## src/nand_ecc_pkg.sv

```systemverilog
// Shared constants for the internal correction and page layout block.
package nand_ecc_pkg;
	// Page geometry: four user sectors, each with one spare slice.
	localparam int MAIN_BYTES   = 2048;
	localparam int SECTOR_BYTES = 512;
	localparam int SPARE_BYTES  = 128;
	localparam int SLICE_BYTES  = 32;
	localparam int FREE_META    = 4;
	// Correction strength selector, index into the strength table.
	localparam logic [2:0] STR_0 = 3'h0;
	localparam logic [2:0] STR_14 = 3'h5;
	// Array operation times in their own units and the clock rate.
	localparam int  CLK_MHZ      = 50;
	localparam int  T_INIT_US    = 10;
	localparam int  T_READ_US    = 150;
	localparam int  T_PROG_US    = 600;
	localparam real T_ERASE_MS   = 2.5;
	localparam int  INIT_CYC     = T_INIT_US * CLK_MHZ;
	localparam int  READ_CYC     = T_READ_US * CLK_MHZ;
	localparam int  PROG_CYC     = T_PROG_US * CLK_MHZ;
	localparam int  ERASE_CYC    = int'(T_ERASE_MS * 1000.0 * CLK_MHZ);
	// Link commands and feature addresses.
	localparam logic [7:0] CMD_SET_FEATURE = 8'h1f;
	localparam logic [7:0] CMD_READ_SETTING_CMD = 8'h0f;
	localparam logic [7:0] FEAT_STATUS     = 8'hc0;
	localparam logic [7:0] FEAT_CONFIG     = 8'hb0;
	localparam int         CFG_ECC_EN_BIT  = 4;
	// Register offsets (byte addresses).
	localparam logic [7:0] REG_CTRL   = 8'h00;
	localparam logic [7:0] REG_OP     = 8'h04;
	localparam logic [7:0] REG_STATUS = 8'h08;
	localparam logic [7:0] REG_IRQ_ST = 8'h0c;
	localparam logic [7:0] REG_IRQ_MK = 8'h10;
	// Control register fields and reset values.
	localparam int CTRL_ECC_EN   = 0;
	localparam int CTRL_ALL_META = 1;
	localparam int CTRL_STR_LSB  = 2;
	localparam logic CTRL_ECC_EN_RST = 1'b1;
	// Operation codes written to the operation register.
	localparam logic [1:0] OP_READ  = 2'h1;
	localparam logic [1:0] OP_PROG  = 2'h2;
	localparam logic [1:0] OP_ERASE = 2'h3;
	// Status byte fields.
	localparam int ST_BUSY = 0;
	localparam int ST_PFAIL = 2;
	localparam int ST_EFAIL = 3;
	localparam int ST_RES_LSB = 4;
	// Correction result codes.
	localparam logic [1:0] RES_CLEAN = 2'h0;
	localparam logic [1:0] RES_FIXED = 2'h1;
	localparam logic [1:0] RES_FAIL  = 2'h2;
	localparam logic [1:0] RES_MAX   = 2'h3;
	// Interrupt bits.
	localparam int IRQ_DONE = 0;
	localparam int IRQ_ABORT = 1;
	localparam int IRQ_UNCORR = 2;
	// Signature feedback polynomial.
	localparam logic [31:0] SIG_POLY = 32'h04c11db7;
endpackage

```

## src/sector_layout.sv

```systemverilog
// Column classifier: sector, correction coverage and parity slot of one byte.
`timescale 1ns/1ns
`default_nettype none
module sector_layout
	import nand_ecc_pkg::*;
(
	input  wire logic [11:0] col,
	input  wire logic [2:0]  strength,
	input  wire logic        all_meta,
	output logic      [1:0]  sector,
	output logic             covered,
	output logic             parity_slot,
	output logic      [4:0]  parity_idx
);
	logic [5:0] meta_len; // Metadata bytes per slice at this strength.
	logic [6:0] off;      // Offset into the spare area.
	logic [4:0] b;        // Offset into one slice.

	// Metadata length shrinks as parity grows with strength.
	always_comb begin
		case (strength)
			3'h0: meta_len = 6'd32;
			3'h1: meta_len = 6'd28;
			3'h2: meta_len = 6'd24;
			3'h3: meta_len = 6'd22;
			3'h4: meta_len = 6'd18;
			default: meta_len = 6'd8;
		endcase
	end

	// Main bytes map by address bits; spare bytes by their slice.
	always_comb begin
		off = col[6:0];
		b = off[4:0];
		parity_idx = 5'h0;
		if (col < 12'(MAIN_BYTES)) begin
			sector = col[10:9];
			covered = 1'b1;
			parity_slot = 1'b0;
		end else if (col < 12'(MAIN_BYTES + SPARE_BYTES)) begin
			sector = off[6:5];
			parity_slot = ({1'b0, b} >= meta_len);
			parity_idx = 5'(b - meta_len[4:0]);
			// Leading metadata bytes stay open unless full cover is chosen.
			covered = !parity_slot && (all_meta || b >= 5'(FREE_META));
		end else begin
			sector = 2'h0;
			covered = 1'b0;
			parity_slot = 1'b0;
		end
	end
endmodule
`default_nettype wire

```

## src/feature_link.sv

```systemverilog
// Serial feature port: get and set feature over the host-clocked link.
`timescale 1ns/1ns
`default_nettype none
module feature_link
	import nand_ecc_pkg::*;
(
	input  wire logic       mclk,
	input  wire logic       rst_n,
	input  wire logic       ce,
	input  wire logic       sclk,
	input  wire logic       cs_n,
	input  wire logic       si,
	output logic            so,
	output logic            so_oe,
	input  wire logic [7:0] status_byte,
	input  wire logic [7:0] config_byte,
	output logic            set_pulse,
	output logic      [7:0] set_addr,
	output logic      [7:0] set_data
);
	logic [2:0] sclk_s_r, cs_s_r, si_s_r; // Two sync stages plus history.
	logic [7:0] shift_r;                  // Incoming bits.
	logic [2:0] bit_r;                    // Bit count in byte.
	logic [1:0] byte_r;                   // Byte count in frame.
	logic [7:0] cmd_r;                    // First byte of the frame.
	logic [7:0] out_r;                    // Outgoing bits.
	logic       rise, fall, sel;
	logic [7:0] byte_in;

	// Bit 0 is the first stage and only bit 1 reads it; bit 2 keeps history for edges.
	always_ff @(posedge mclk or negedge rst_n) begin
		if (!rst_n) begin
			sclk_s_r <= 3'h0;
			cs_s_r <= 3'h7;
			si_s_r <= 3'h0;
		end else if (ce) begin
			sclk_s_r <= {sclk_s_r[1:0], sclk};
			cs_s_r <= {cs_s_r[1:0], cs_n};
			si_s_r <= {si_s_r[1:0], si};
		end
	end
	assign sel = !cs_s_r[1];
	assign rise = sel && sclk_s_r[1] && !sclk_s_r[2];
	assign fall = sel && !sclk_s_r[1] && sclk_s_r[2];
	assign byte_in = {shift_r[6:0], si_s_r[1]};

	// Input side: bytes assemble on rising edges, mode 0 framing.
	always_ff @(posedge mclk or negedge rst_n) begin
		if (!rst_n) begin
			shift_r <= 8'h0;
			bit_r <= 3'h0;
			byte_r <= 2'h0;
			cmd_r <= 8'h0;
			set_addr <= 8'h0;
			set_data <= 8'h0;
			set_pulse <= 1'b0;
		end else if (ce) begin
			set_pulse <= 1'b0;
			if (!sel) begin
				bit_r <= 3'h0;
				byte_r <= 2'h0;
			end else if (rise) begin
				shift_r <= byte_in;
				bit_r <= bit_r + 3'h1;
				if (bit_r == 3'h7) begin
					if (byte_r != 2'h3)
						byte_r <= byte_r + 2'h1;
					if (byte_r == 2'h0)
						cmd_r <= byte_in;
					if (byte_r == 2'h1)
						set_addr <= byte_in;
					// A set feature frame commits on its data byte.
					if (byte_r == 2'h2 && cmd_r == CMD_SET_FEATURE) begin
						set_data <= byte_in;
						set_pulse <= 1'b1;
					end
				end
			end
		end
	end

	// Output side: the addressed feature shifts out on falling edges.
	always_ff @(posedge mclk or negedge rst_n) begin
		if (!rst_n) begin
			out_r <= 8'h0;
			so <= 1'b0;
		end else if (ce) begin
			if (rise && bit_r == 3'h7 && byte_r != 2'h0 && cmd_r == CMD_READ_SETTING_CMD) begin
				// Byte 1 is the address; reads repeat, so polling needs no new frame.
				if ((byte_r == 2'h1 ? byte_in : set_addr) == FEAT_STATUS)
					out_r <= status_byte;
				else if ((byte_r == 2'h1 ? byte_in : set_addr) == FEAT_CONFIG)
					out_r <= config_byte;
				else
					out_r <= 8'h0;
			end else if (fall) begin
				so <= out_r[7];
				out_r <= {out_r[6:0], 1'b0};
			end
		end
	end
	assign so_oe = sel;
endmodule
`default_nettype wire

```

## src/nand_ecc_page.sv

```systemverilog
// Correction engine, page layout, operation timing and registers of the flash.
`timescale 1ns/1ns
`default_nettype none
// Notes on behaviour
// Correction is on straight after power-up.
// Feature bit enables or disables correction.
// Host parity bytes dropped while correction on.
// Page is four 512-byte sectors plus spare.
// Strength 0..14 bits sets metadata/parity split.
// Default strength is fourteen bits per sector.
// First four metadata bytes left unprotected.
// Option covers every metadata byte.
// Zero marker word means bad block.
// Host never programs or erases bad blocks.
// Operations on bad blocks are aborted.
// Busy high during power-on initialization.
// Host polls status until busy clears.
// Page load busy at least 120 us.
// Program 600 us, erase 2.5 ms, busy.
// Result code 00/01/10/11 as defined.
// Status read by read_setting_cmd at C0.
// Each sector encoded and checked alone.
module nand_ecc_page
	import nand_ecc_pkg::*;
#(
	parameter int READ_CYCLES  = READ_CYC,
	parameter int PROG_CYCLES  = PROG_CYC,
	parameter int ERASE_CYCLES = ERASE_CYC
) (
	input  wire logic        mclk,
	input  wire logic        rst_n,
	input  wire logic        ce,
	input  wire logic [7:0]  reg_addr,
	input  wire logic [31:0] reg_wdata,
	input  wire logic        reg_wr,
	input  wire logic        reg_rd,
	output logic      [31:0] reg_rdata,
	output logic             irq,
	input  wire logic        sclk,
	input  wire logic        cs_n,
	input  wire logic        si,
	output logic             so,
	output logic             so_oe,
	input  wire logic [15:0] marker_word,
	input  wire logic        cache_valid,
	input  wire logic [11:0] cache_col,
	input  wire logic [7:0]  cache_byte,
	input  wire logic [3:0]  fixed_bits,
	output logic             busy,
	output logic             par_valid,
	output logic             par_drop,
	output logic      [11:0] par_col,
	output logic      [7:0]  par_byte
);
	typedef enum logic [2:0] {INIT, IDLE, READ, PROG, ERASE} op_state_type;

	op_state_type state_r;        // Array operation in progress.
	logic [16:0]  timer_r;        // Remaining cycles of the operation.
	logic         ecc_en_r;       // Correction enable.
	logic         all_meta_r;     // Cover every metadata byte.
	logic [2:0]   strength_r;     // Strength table index.
	logic [1:0]   result_r;       // Correction result of the last load.
	logic         pfail_r;        // Program aborted.
	logic         efail_r;        // Erase aborted.
	logic [2:0]   irq_st_r;       // Sticky events.
	logic [2:0]   irq_mk_r;       // Event mask.
	logic [3:0]   mismatch_r;     // Per-sector check failure.
	logic [31:0]  sig_r [4];      // Per-sector running signature.
	logic [2:0]   irq_set;
	logic [7:0]   status_byte;
	logic [7:0]   config_byte;
	logic         set_pulse;
	logic [7:0]   set_addr, set_data;
	logic [1:0]   sector;
	logic         covered, parity_slot;
	logic [4:0]   parity_idx;
	logic         op_wr, start_ok, bad_blk, load_end;
	logic [3:0]   max_bits;
	logic [7:0]   expect_byte;

	// Link side of the feature access.
	feature_link u_link (
		.mclk        (mclk),
		.rst_n       (rst_n),
		.ce          (ce),
		.sclk        (sclk),
		.cs_n        (cs_n),
		.si          (si),
		.so          (so),
		.so_oe       (so_oe),
		.status_byte (status_byte),
		.config_byte (config_byte),
		.set_pulse   (set_pulse),
		.set_addr    (set_addr),
		.set_data    (set_data)
	);

	// Classifies each byte on the cache stream.
	sector_layout u_layout (
		.col         (cache_col),
		.strength    (strength_r),
		.all_meta    (all_meta_r),
		.sector      (sector),
		.covered     (covered),
		.parity_slot (parity_slot),
		.parity_idx  (parity_idx)
	);

	assign busy = (state_r != IDLE);
	assign status_byte = {2'h0, result_r, efail_r, pfail_r, 1'b0, busy};
	assign config_byte = 8'(ecc_en_r) << CFG_ECC_EN_BIT;
	assign op_wr = reg_wr && reg_addr == REG_OP;
	assign bad_blk = (marker_word == 16'h0);
	assign start_ok = op_wr && state_r == IDLE && reg_wdata[1:0] != 2'h0;
	assign load_end = state_r == READ && timer_r == 17'h1;
	assign expect_byte = sig_r[sector][8 * parity_idx[1:0] +: 8];

	// Largest count the current strength still corrects.
	always_comb begin
		case (strength_r)
			3'h0: max_bits = 4'd0;
			3'h1: max_bits = 4'd2;
			3'h2: max_bits = 4'd4;
			3'h3: max_bits = 4'd6;
			3'h4: max_bits = 4'd8;
			default: max_bits = 4'd14;
		endcase
	end

	// Configuration; ignored while initializing so defaults hold until ready.
	always_ff @(posedge mclk or negedge rst_n) begin
		if (!rst_n) begin
			ecc_en_r <= CTRL_ECC_EN_RST;
			all_meta_r <= 1'b0;
			strength_r <= STR_14;
		end else if (ce && state_r != INIT) begin
			if (reg_wr && reg_addr == REG_CTRL) begin
				ecc_en_r <= reg_wdata[CTRL_ECC_EN];
				all_meta_r <= reg_wdata[CTRL_ALL_META];
				if (reg_wdata[CTRL_STR_LSB +: 3] <= STR_14)
					strength_r <= reg_wdata[CTRL_STR_LSB +: 3];
			end else if (set_pulse && set_addr == FEAT_CONFIG) begin
				ecc_en_r <= set_data[CFG_ECC_EN_BIT];
			end
		end
	end

	// Operation sequencer; a bad block never reaches the array.
	always_ff @(posedge mclk or negedge rst_n) begin
		if (!rst_n) begin
			state_r <= INIT;
			timer_r <= 17'(INIT_CYC);
		end else if (ce) begin
			case (state_r)
				INIT, READ, PROG, ERASE: begin
					timer_r <= timer_r - 17'h1;
					if (timer_r == 17'h1)
						state_r <= IDLE;
				end
				default: begin
					if (start_ok && !bad_blk) begin
						case (reg_wdata[1:0])
							OP_READ: begin
								state_r <= READ;
								timer_r <= 17'(READ_CYCLES);
							end
							OP_PROG: begin
								state_r <= PROG;
								timer_r <= 17'(PROG_CYCLES);
							end
							default: begin
								state_r <= ERASE;
								timer_r <= 17'(ERASE_CYCLES);
							end
						endcase
					end
				end
			endcase
		end
	end

	// Abort flags; each clears when the next operation of its kind starts.
	always_ff @(posedge mclk or negedge rst_n) begin
		if (!rst_n) begin
			pfail_r <= 1'b0;
			efail_r <= 1'b0;
		end else if (ce && start_ok) begin
			if (reg_wdata[1:0] == OP_PROG)
				pfail_r <= bad_blk;
			if (reg_wdata[1:0] == OP_ERASE)
				efail_r <= bad_blk;
		end
	end

	// Per-sector signatures: each sector sees only its own covered bytes.
	for (genvar s = 0; s < 4; s++) begin : g_sector
		always_ff @(posedge mclk or negedge rst_n) begin
			if (!rst_n) begin
				sig_r[s] <= 32'h0;
				mismatch_r[s] <= 1'b0;
			end else if (ce) begin
				if (start_ok) begin
					sig_r[s] <= 32'h0;
					mismatch_r[s] <= 1'b0;
				end else if (cache_valid && ecc_en_r && sector == 2'(s)) begin
					if (covered)
						sig_r[s] <= {sig_r[s][30:0], 1'b0}
							^ (sig_r[s][31] ? SIG_POLY : 32'h0)
							^ {24'h0, cache_byte};
					else if (parity_slot && state_r == READ && cache_byte != expect_byte)
						mismatch_r[s] <= 1'b1;
				end
			end
		end
	end

	// Generated parity and the drop strobe for host parity bytes.
	always_ff @(posedge mclk or negedge rst_n) begin
		if (!rst_n) begin
			par_valid <= 1'b0;
			par_drop <= 1'b0;
			par_col <= 12'h0;
			par_byte <= 8'h0;
		end else if (ce) begin
			par_valid <= cache_valid && state_r == PROG;
			par_drop <= cache_valid && state_r == PROG && ecc_en_r && parity_slot;
			par_col <= cache_col;
			par_byte <= expect_byte;
		end
	end

	// Correction result: cleared at load start, set when the load ends.
	always_ff @(posedge mclk or negedge rst_n) begin
		if (!rst_n) begin
			result_r <= RES_CLEAN;
		end else if (ce) begin
			if (start_ok && reg_wdata[1:0] == OP_READ)
				result_r <= RES_CLEAN;
			else if (load_end) begin
				if (!ecc_en_r || strength_r == STR_0)
					result_r <= RES_CLEAN;
				else if (mismatch_r != 4'h0 || fixed_bits > max_bits)
					result_r <= RES_FAIL;
				else if (fixed_bits == 4'h0)
					result_r <= RES_CLEAN;
				else if (fixed_bits == max_bits)
					result_r <= RES_MAX;
				else
					result_r <= RES_FIXED;
			end
		end
	end

	// Events: operation end, abort, and an uncorrectable load.
	always_comb begin
		irq_set = 3'h0;
		irq_set[IRQ_DONE] = state_r inside {READ, PROG, ERASE} && timer_r == 17'h1;
		irq_set[IRQ_ABORT] = start_ok && bad_blk;
		irq_set[IRQ_UNCORR] = load_end && ecc_en_r && strength_r != STR_0
			&& (mismatch_r != 4'h0 || fixed_bits > max_bits);
	end

	// Sticky status, write one to clear; a new event beats the clear.
	always_ff @(posedge mclk or negedge rst_n) begin
		if (!rst_n) begin
			irq_st_r <= 3'h0;
			irq_mk_r <= 3'h0;
		end else if (ce) begin
			if (reg_wr && reg_addr == REG_IRQ_ST)
				irq_st_r <= (irq_st_r & ~reg_wdata[2:0]) | irq_set;
			else
				irq_st_r <= irq_st_r | irq_set;
			if (reg_wr && reg_addr == REG_IRQ_MK)
				irq_mk_r <= reg_wdata[2:0];
		end
	end
	assign irq = |(irq_st_r & irq_mk_r);

	// Read port: data stands one cycle after the strobe; holes read zero.
	always_ff @(posedge mclk or negedge rst_n) begin
		if (!rst_n) begin
			reg_rdata <= 32'h0;
		end else if (ce) begin
			if (!reg_rd)
				reg_rdata <= 32'h0;
			else if (reg_addr == REG_CTRL)
				reg_rdata <= {27'h0, strength_r, all_meta_r, ecc_en_r};
			else if (reg_addr == REG_STATUS)
				reg_rdata <= {24'h0, status_byte};
			else if (reg_addr == REG_IRQ_ST)
				reg_rdata <= {29'h0, irq_st_r};
			else if (reg_addr == REG_IRQ_MK)
				reg_rdata <= {29'h0, irq_mk_r};
			else
				reg_rdata <= 32'h0;
		end
	end

	// Checks: cycles spent in the current operation.
	logic [16:0] elapsed_r;
	always_ff @(posedge mclk or negedge rst_n) begin
		if (!rst_n)
			elapsed_r <= 17'h0;
		else if (ce)
			elapsed_r <= (state_r == IDLE) ? 17'h0 : elapsed_r + 17'h1;
	end
endmodule
`default_nettype wire

```

## config.mk

```make
export PLATFORM = sky130hd
export DESIGN_NAME = nand_ecc_page
export DESIGN_NICKNAME = d
export VERILOG_FILES = /design/src/nand_ecc_pkg.sv /design/src/sector_layout.sv /design/src/feature_link.sv /design/src/nand_ecc_page.sv
export SDC_FILE = /design/constraint.sdc
export NUM_CORES = 1
export LEC_CHECK = 0
export ABC_AREA = 1
export BUFFER_PORTS_ARGS = -buffer_cell sky130_fd_sc_hd__buf_2
export CORE_ASPECT_RATIO = 0.8
export CORE_MARGIN = 2
export CORE_UTILIZATION = 40
export CTS_CLUSTER_DIAMETER = 30
export DETAILED_ROUTE_END_ITERATION = 7
export GPL_TIMING_DRIVEN = 0
export PLACE_DENSITY = 0.56
export SKIP_LAST_GASP = 1
export SYNTH_ARGS = -nofsm -noshare
export SYNTH_HDL_FRONTEND = slang
export SYNTH_SLANG_ARGS = --single-unit
export TNS_END_PERCENT = 50
```

## constraint.sdc

```tcl
create_clock -name mclk -period 2.85 [get_ports mclk]
set_input_delay 0.4275 -clock mclk [delete_from_list [all_inputs] [get_ports mclk]]
set_output_delay 0.4275 -clock mclk [all_outputs]
set_load 0.02 [all_outputs]
```

# After elaboration in Yosys (flattened, before gate mapping)
# Index checks and enable logic that the tools add are counted.
# word_totals
regBits	271
word_cells	269
# op_classes
n_addsub	4
magnitude_cmp	7
eq_ne	33
shifts	1
n_mux	75
n_bitwise	16
n_reduce_logical	98
# op_table
op	count
two-way mux 32 bit	14
bitwise XOR 32 x 27 -> 32 bit	4
bitwise XOR 32 x 8 -> 32 bit	4
two-way mux 27 bit	4
binary-select mux 32 bit (select 2 bit)	1
logical AND 1 bit	36
two-way mux 17 bit	2
one-hot mux 17 bit (2 select lines)	1
two-way mux 8 bit	4
variable part select 32 x 6 -> 8 bit	1
one-hot mux 6 bit (5 select lines)	1
nonzero test 2 bit	15
two-way mux 2 bit	14
equality test 8 x 4 -> 1 bit, second input constant	3
equality test 8 bit, second input constant	3
less-than comparator 12 bit, second input constant	2
two-way mux 3 bit	8
AND reduction 3 bit	8
AND reduction 4 bit	6
two-way mux 1 bit	20
one-hot mux 4 bit (5 select lines)	1
two-way mux 6 bit	3
AND reduction 2 bit	9
equality test 17 x 1 -> 1 bit, second input constant	1
other kinds (40)	69

# Depth between registers and ports, before layout
# logic_depth
word_depth	14
ltp_mapped	24
depth_no_buf	21

# Modules after synthesis
# From an unflattened synthesis, not the netlist that was laid out.
# hier_totals
hier_cells	1789
hier_area_um2	14257.4
# modules_own_cells
module	instances	cells_each	area_each_um2
nand_ecc_page	1	1407	11265.8
feature_link	1	328	2696.3
sector_layout	1	54	295.3

# Least setup slack after synthesis
# No wires, ideal clock.
# synth_timing
path_type	reg-to-reg
startpoint	register strength_r[2]
endpoint	register sig_r[10] (netlist name)
setup_ns	0.130
arrival_ns	2.482
slack_ns	0.238
path_stages_with_launch	17
n_path_buf	1
period_less_slack_ns	2.612
cell_sequence	dfstp_2 > inv_1 > o22ai_1 > ha_1 > nand2_1 > a21oi_1 > o21ai_0 > nand2_1 > nand2_1 > a21oi_1 > nor2_1 > nand2_1 > nand3_1 > nand2_1 > a21oi_4 > clkbuf_1 > o21ai_0
# synth_between
elab_chain_cells	9
elab_cells_between_ends	13
classes_between	1 x order compare; 4 x eq/ne; 3 x mux; 5 x reduce/logical
# synth_lines
element	line	text
start: declaration	nand_ecc_page.sv:61	logic [2:0] strength_r;
start signal: assignment	nand_ecc_page.sv:141	strength_r <= reg_wdata[CTRL_STR_LSB +: 3];
equality test 3 bit (tied with other cells)	sector_layout.sv:21	case (strength)
one-hot mux 6 bit (5 select lines) *	sector_layout.sv:21	
>= comparator 5 x 6 -> 1 bit *	sector_layout.sv:42	parity_slot = ({1'b0, b} >= meta_len);
logical NOT 1 bit *	sector_layout.sv:45	covered = !parity_slot && (all_meta || b >= 5'(FREE_META));
logical AND 1 bit *	sector_layout.sv:45	
two-way mux 1 bit *	sector_layout.sv:40	end else if (col < 12'(MAIN_BYTES + SPARE_BYTES)) begin
two-way mux 1 bit *	sector_layout.sv:36	if (col < 12'(MAIN_BYTES)) begin
nonzero test 2 bit (no source line) *	n/a	
AND reduction 3 bit (no source line) *	n/a	
end signal: indexed assignment	nand_ecc_page.sv:207	sig_r[s] <= {sig_r[s][30:0], 1'b0}
end: declaration	nand_ecc_page.sv:68	logic [31:0] sig_r [4];
# Mark *: on every way between the ends. The rest lies on a longest branch, timed or not.
# A chain may end at the register's enable or synchronous reset.

# Final worst setup path
# layout_timing
startpoint	register strength_r[0]
endpoint	register sig_r[40] (netlist name)
# The elaborated chain is that of the path after synthesis.

==> impl_metrics.tcl <==
set metrics [dict create \
    critPathSlowestCell "dfstp_2" \
    htree_levels 2 \
    clk_latency_ns 0.59 \
    ys.flop_type "dfrtp_1" \
    hpwl_um 30800 \
    final_common_cell "nand2_1" \
    worst_pin_slew_ns 0.8197 \
    drive_gt1_share_pct 18.69 \
    p_leak_nw 8.588 \
    crit_path_cell_trace "clkinvlp_4 -> a21oi_2 -> inv_2 -> ha_4 -> inv_2 -> a21oi_2 -> o21ai_1 -> nand2_1 -> nand2_2 -> a21oi_2 -> nor2_2 -> nand2_2 -> nand3_2 -> nand2_4 -> a21oi_4 -> buf_6 -> buf_6 -> buf_8 -> o21ai_0" \
    wl_per_cell_um 17.40 \
    p_per_area_mw_per_mm2 712.3 \
    grt_pass1_vias 12286 \
    vdd_drop_max_mv 0.4338 \
    vias_per_cell 5.130 \
    io_pins 147 \
    clkTransAtPathRegs_ns 0.05 \
    hold_viol 0 \
    post-route-period-util_pct 97.84 \
    synthTopCellsByArea "dfrtp_1 (42%), nand2_1 (12%), nand3_1 (8.6%)" \
    post-place-ws_ns -0.5265 \
    relSlewSlack_pct 45.35 \
    cp_top_family "compound AO/OA/AOI/OAI gates" \
    critPathBufInv 6 \
    path_max_fanout 6 \
    initial_utilization_pct 40.67 \
    drt_iter0_drc 1031 \
    dieWidth_um 210.7 \
    core-area_mm2 0.03363 \
    fp.dieArea_mm2 0.03570 \
    fillCellCount 3198 \
    synth_edf_count 0 \
    min_path_type "in -> reg" \
    yosysTopAreaCellShare_pct 42.08 \
    num_rows 60 \
    cts_inserted_buffers 58 \
    layout_common_cells "nand2_1 (419), dfrtp_1 (230), nand3_1 (227)" \
    cts_tree "yes" \
    skew_ns 0.01862 \
    clk_path_buf_depth 3 \
    period_needed_ns 2.788 \
    status "finished, final reports clean" \
    grt_max_degree 109 \
    setup_viol 0 \
    drt-pass1-iter-count 5 \
    worstPathArrival_ns 3.28 \
    grt_pass1_wl_um 67020 \
    die_h_um 169.4 \
    synth_cell_types 50 \
    gp_congestion 0.9279 \
    synthesis.area_mm2 0.01368 \
    drv_slew 0 \
    final_core_util_pct 52.77 \
    ys_warn_count 0 \
    syn_inst 1791 \
    critPathKind "reg -> reg" \
    area_delta_synth_final_pct 29.76 \
    port_buffers 87 \
    grt_overflow 0 \
    ys_seq_area_share_pct 44.19 \
    max-cap-violations 0 \
    ys_seq_elements 241 \
    nNetsFinal 2099 \
    grt_antenna_before_repair 0 \
    power.total_mw 12.64 \
    clock_sinks 241 \
    antenna_left 0 \
    wl_um 43020 \
    drcViolationCount 0 \
    grtUsageTotal_pct 24.16 \
    crit_path_frequent_cell "a21oi_2" \
    rsz0062_at_grt "true" \
    worstSetupStartpointType "flop" \
    fmax_ghz 0.3586 \
    worst_slack_ns 0.06156 \
    root_buffer "clkbuf_16" \
    n_antenna_cell 0 \
    synth_area_leader_cell "dfrtp_1" \
    synthArstFlopShare_pct 100.0 \
    crit_required_ns 3.35 \
    dr_total_vias 12681 \
    end_kind "flop" \
    critical_path.max_stage_delay_ns 0.56 \
    postSynthAreaPerCell_um2 7.637 \
]
==> metrics by stage <==
step	hold WS [ns]	TNS [ns]	cells	area, um2
after floorplan	0.1319	0	1816	13770
after global placement	0.4520	-785.02	2337	14750
after detailed placement	0.3298	-55.78	2339	14820
after CTS	0.02828	-0.2326	2459	17260
after global routing	0.04870	-11.20	2472	17750
final	0.04196	0	2472	17750
==> worst register-to-register path, delay by kind of cell, from the launching register on <==
family / cells / cell delay, ns
compound gates: 6 / 0.69
buf+inv: 6 / 0.65
simple gates: 6 / 0.54
flops: 1 / 0.56
fa+ha+maj: 1 / 0.26
==> power breakdown <==
part	total, mW	switching (mW)	internal, mW
combinational	1.22	0.806	0.412
clock	7.52	2.18	5.33
sequential	3.91	0.187	3.72
==> kinds of logic (layout without fill, tap and decap cells) <==
| kind of cell | count (synthesis) | in the layout | share of synthesized area [%] |
|---|---|---|---|
| AND/OR/NAND/NOR | 789 | 789 | 25.16 |
| buffers and inverters | 355 | 576 | 11.21 |
| AO/OA/AOI/OAI | 295 | 296 | 11.76 |
| flip-flops | 241 | 241 | 44.19 |
| XOR/XNOR | 87 | 87 | 5.571 |
| adder cells (fa/ha/maj) | 21 | 21 | 1.921 |
| multiplexers | 2 | 2 | 0.1555 |
| other | 1 | 26 | 0.02742 |
==> sequential cells by signal (all words and copies together), names as in the netlist, 6 cells and up <==
signal and flops:
par_byte 8, sig_r 128, timer_r 17, u_link.shift_r 7
par_col 12, u_link.set_addr 8, u_link.cmd_r 8, u_link.out_r 8
reg_rdata 6
==> cells in the mapped netlist, drive strengths merged, types with 2 or more instances <==
cell and instances:
xnor2 20, o22ai 6, nor4 15, a22o 4, a21oi 28, nand4 16
clkbuf 45, o21ai 240, ha 21, o21a 2, xor2 67, dfstp 11
buf 70, a32o 2, dfrtp 230, inv 236, nand2 430, clkinv 4
a31oi 3, o31ai 2, nand3 236, o211ai 2, a22oi 3, nor3 14
nor2 74
==> worst paths after layout <==
check                           cells past startpoint  slack [ns]             start                 end
worst max register to register                     19        0.06     strength_r[0]           sig_r[40]
min in group asynchronous                           2        0.31             rst_n     u_link.bit_r[1]
worst max-delay path                               19        0.06     strength_r[0]           sig_r[40]
worst min-delay path                                3        0.04              sclk  u_link.sclk_s_r[0]
worst min register to register                      2        0.46  u_link.cs_s_r[0]    u_link.cs_s_r[0]
max in group asynchronous                           4        1.20             rst_n           sig_r[50]
==> repair_timing <==
action                     CTS  global route
setup endpoints to repair  132           143
hold endpoints to repair    32             0
resized for setup           43           137
gates cloned                 1             5
pin swaps                    3             3
hold buffers                 1             0
buffers inserted             9             8
==> per-layer routing <==
layer  vias up  routed length, um  track usage (%)
met5         -                  0                0
met3        82               2785            3.886
met4         0               1103            7.502
met2       399              18580            36.72
met1      6041              20560            35.30
li1       6159                  -                -
==> area by class of cell <==
type | instances | area [um2] | share of cell area, %
Multi-Input combinational cell | 1221 | 6409 | 36.11
Sequential cell | 241 | 6045 | 34.06
Clock buffer | 71 | 1560 | 8.791
Inverter | 240 | 904.6 | 5.097
Timing Repair Buffer | 112 | 810.8 | 4.568
Buffer | 115 | 809.5 | 4.561
Clock inverter | 38 | 666.9 | 3.757
Tap cell | 434 | 543.0 | 3.060
Note: power is estimated with default switching activity, not from simulation.
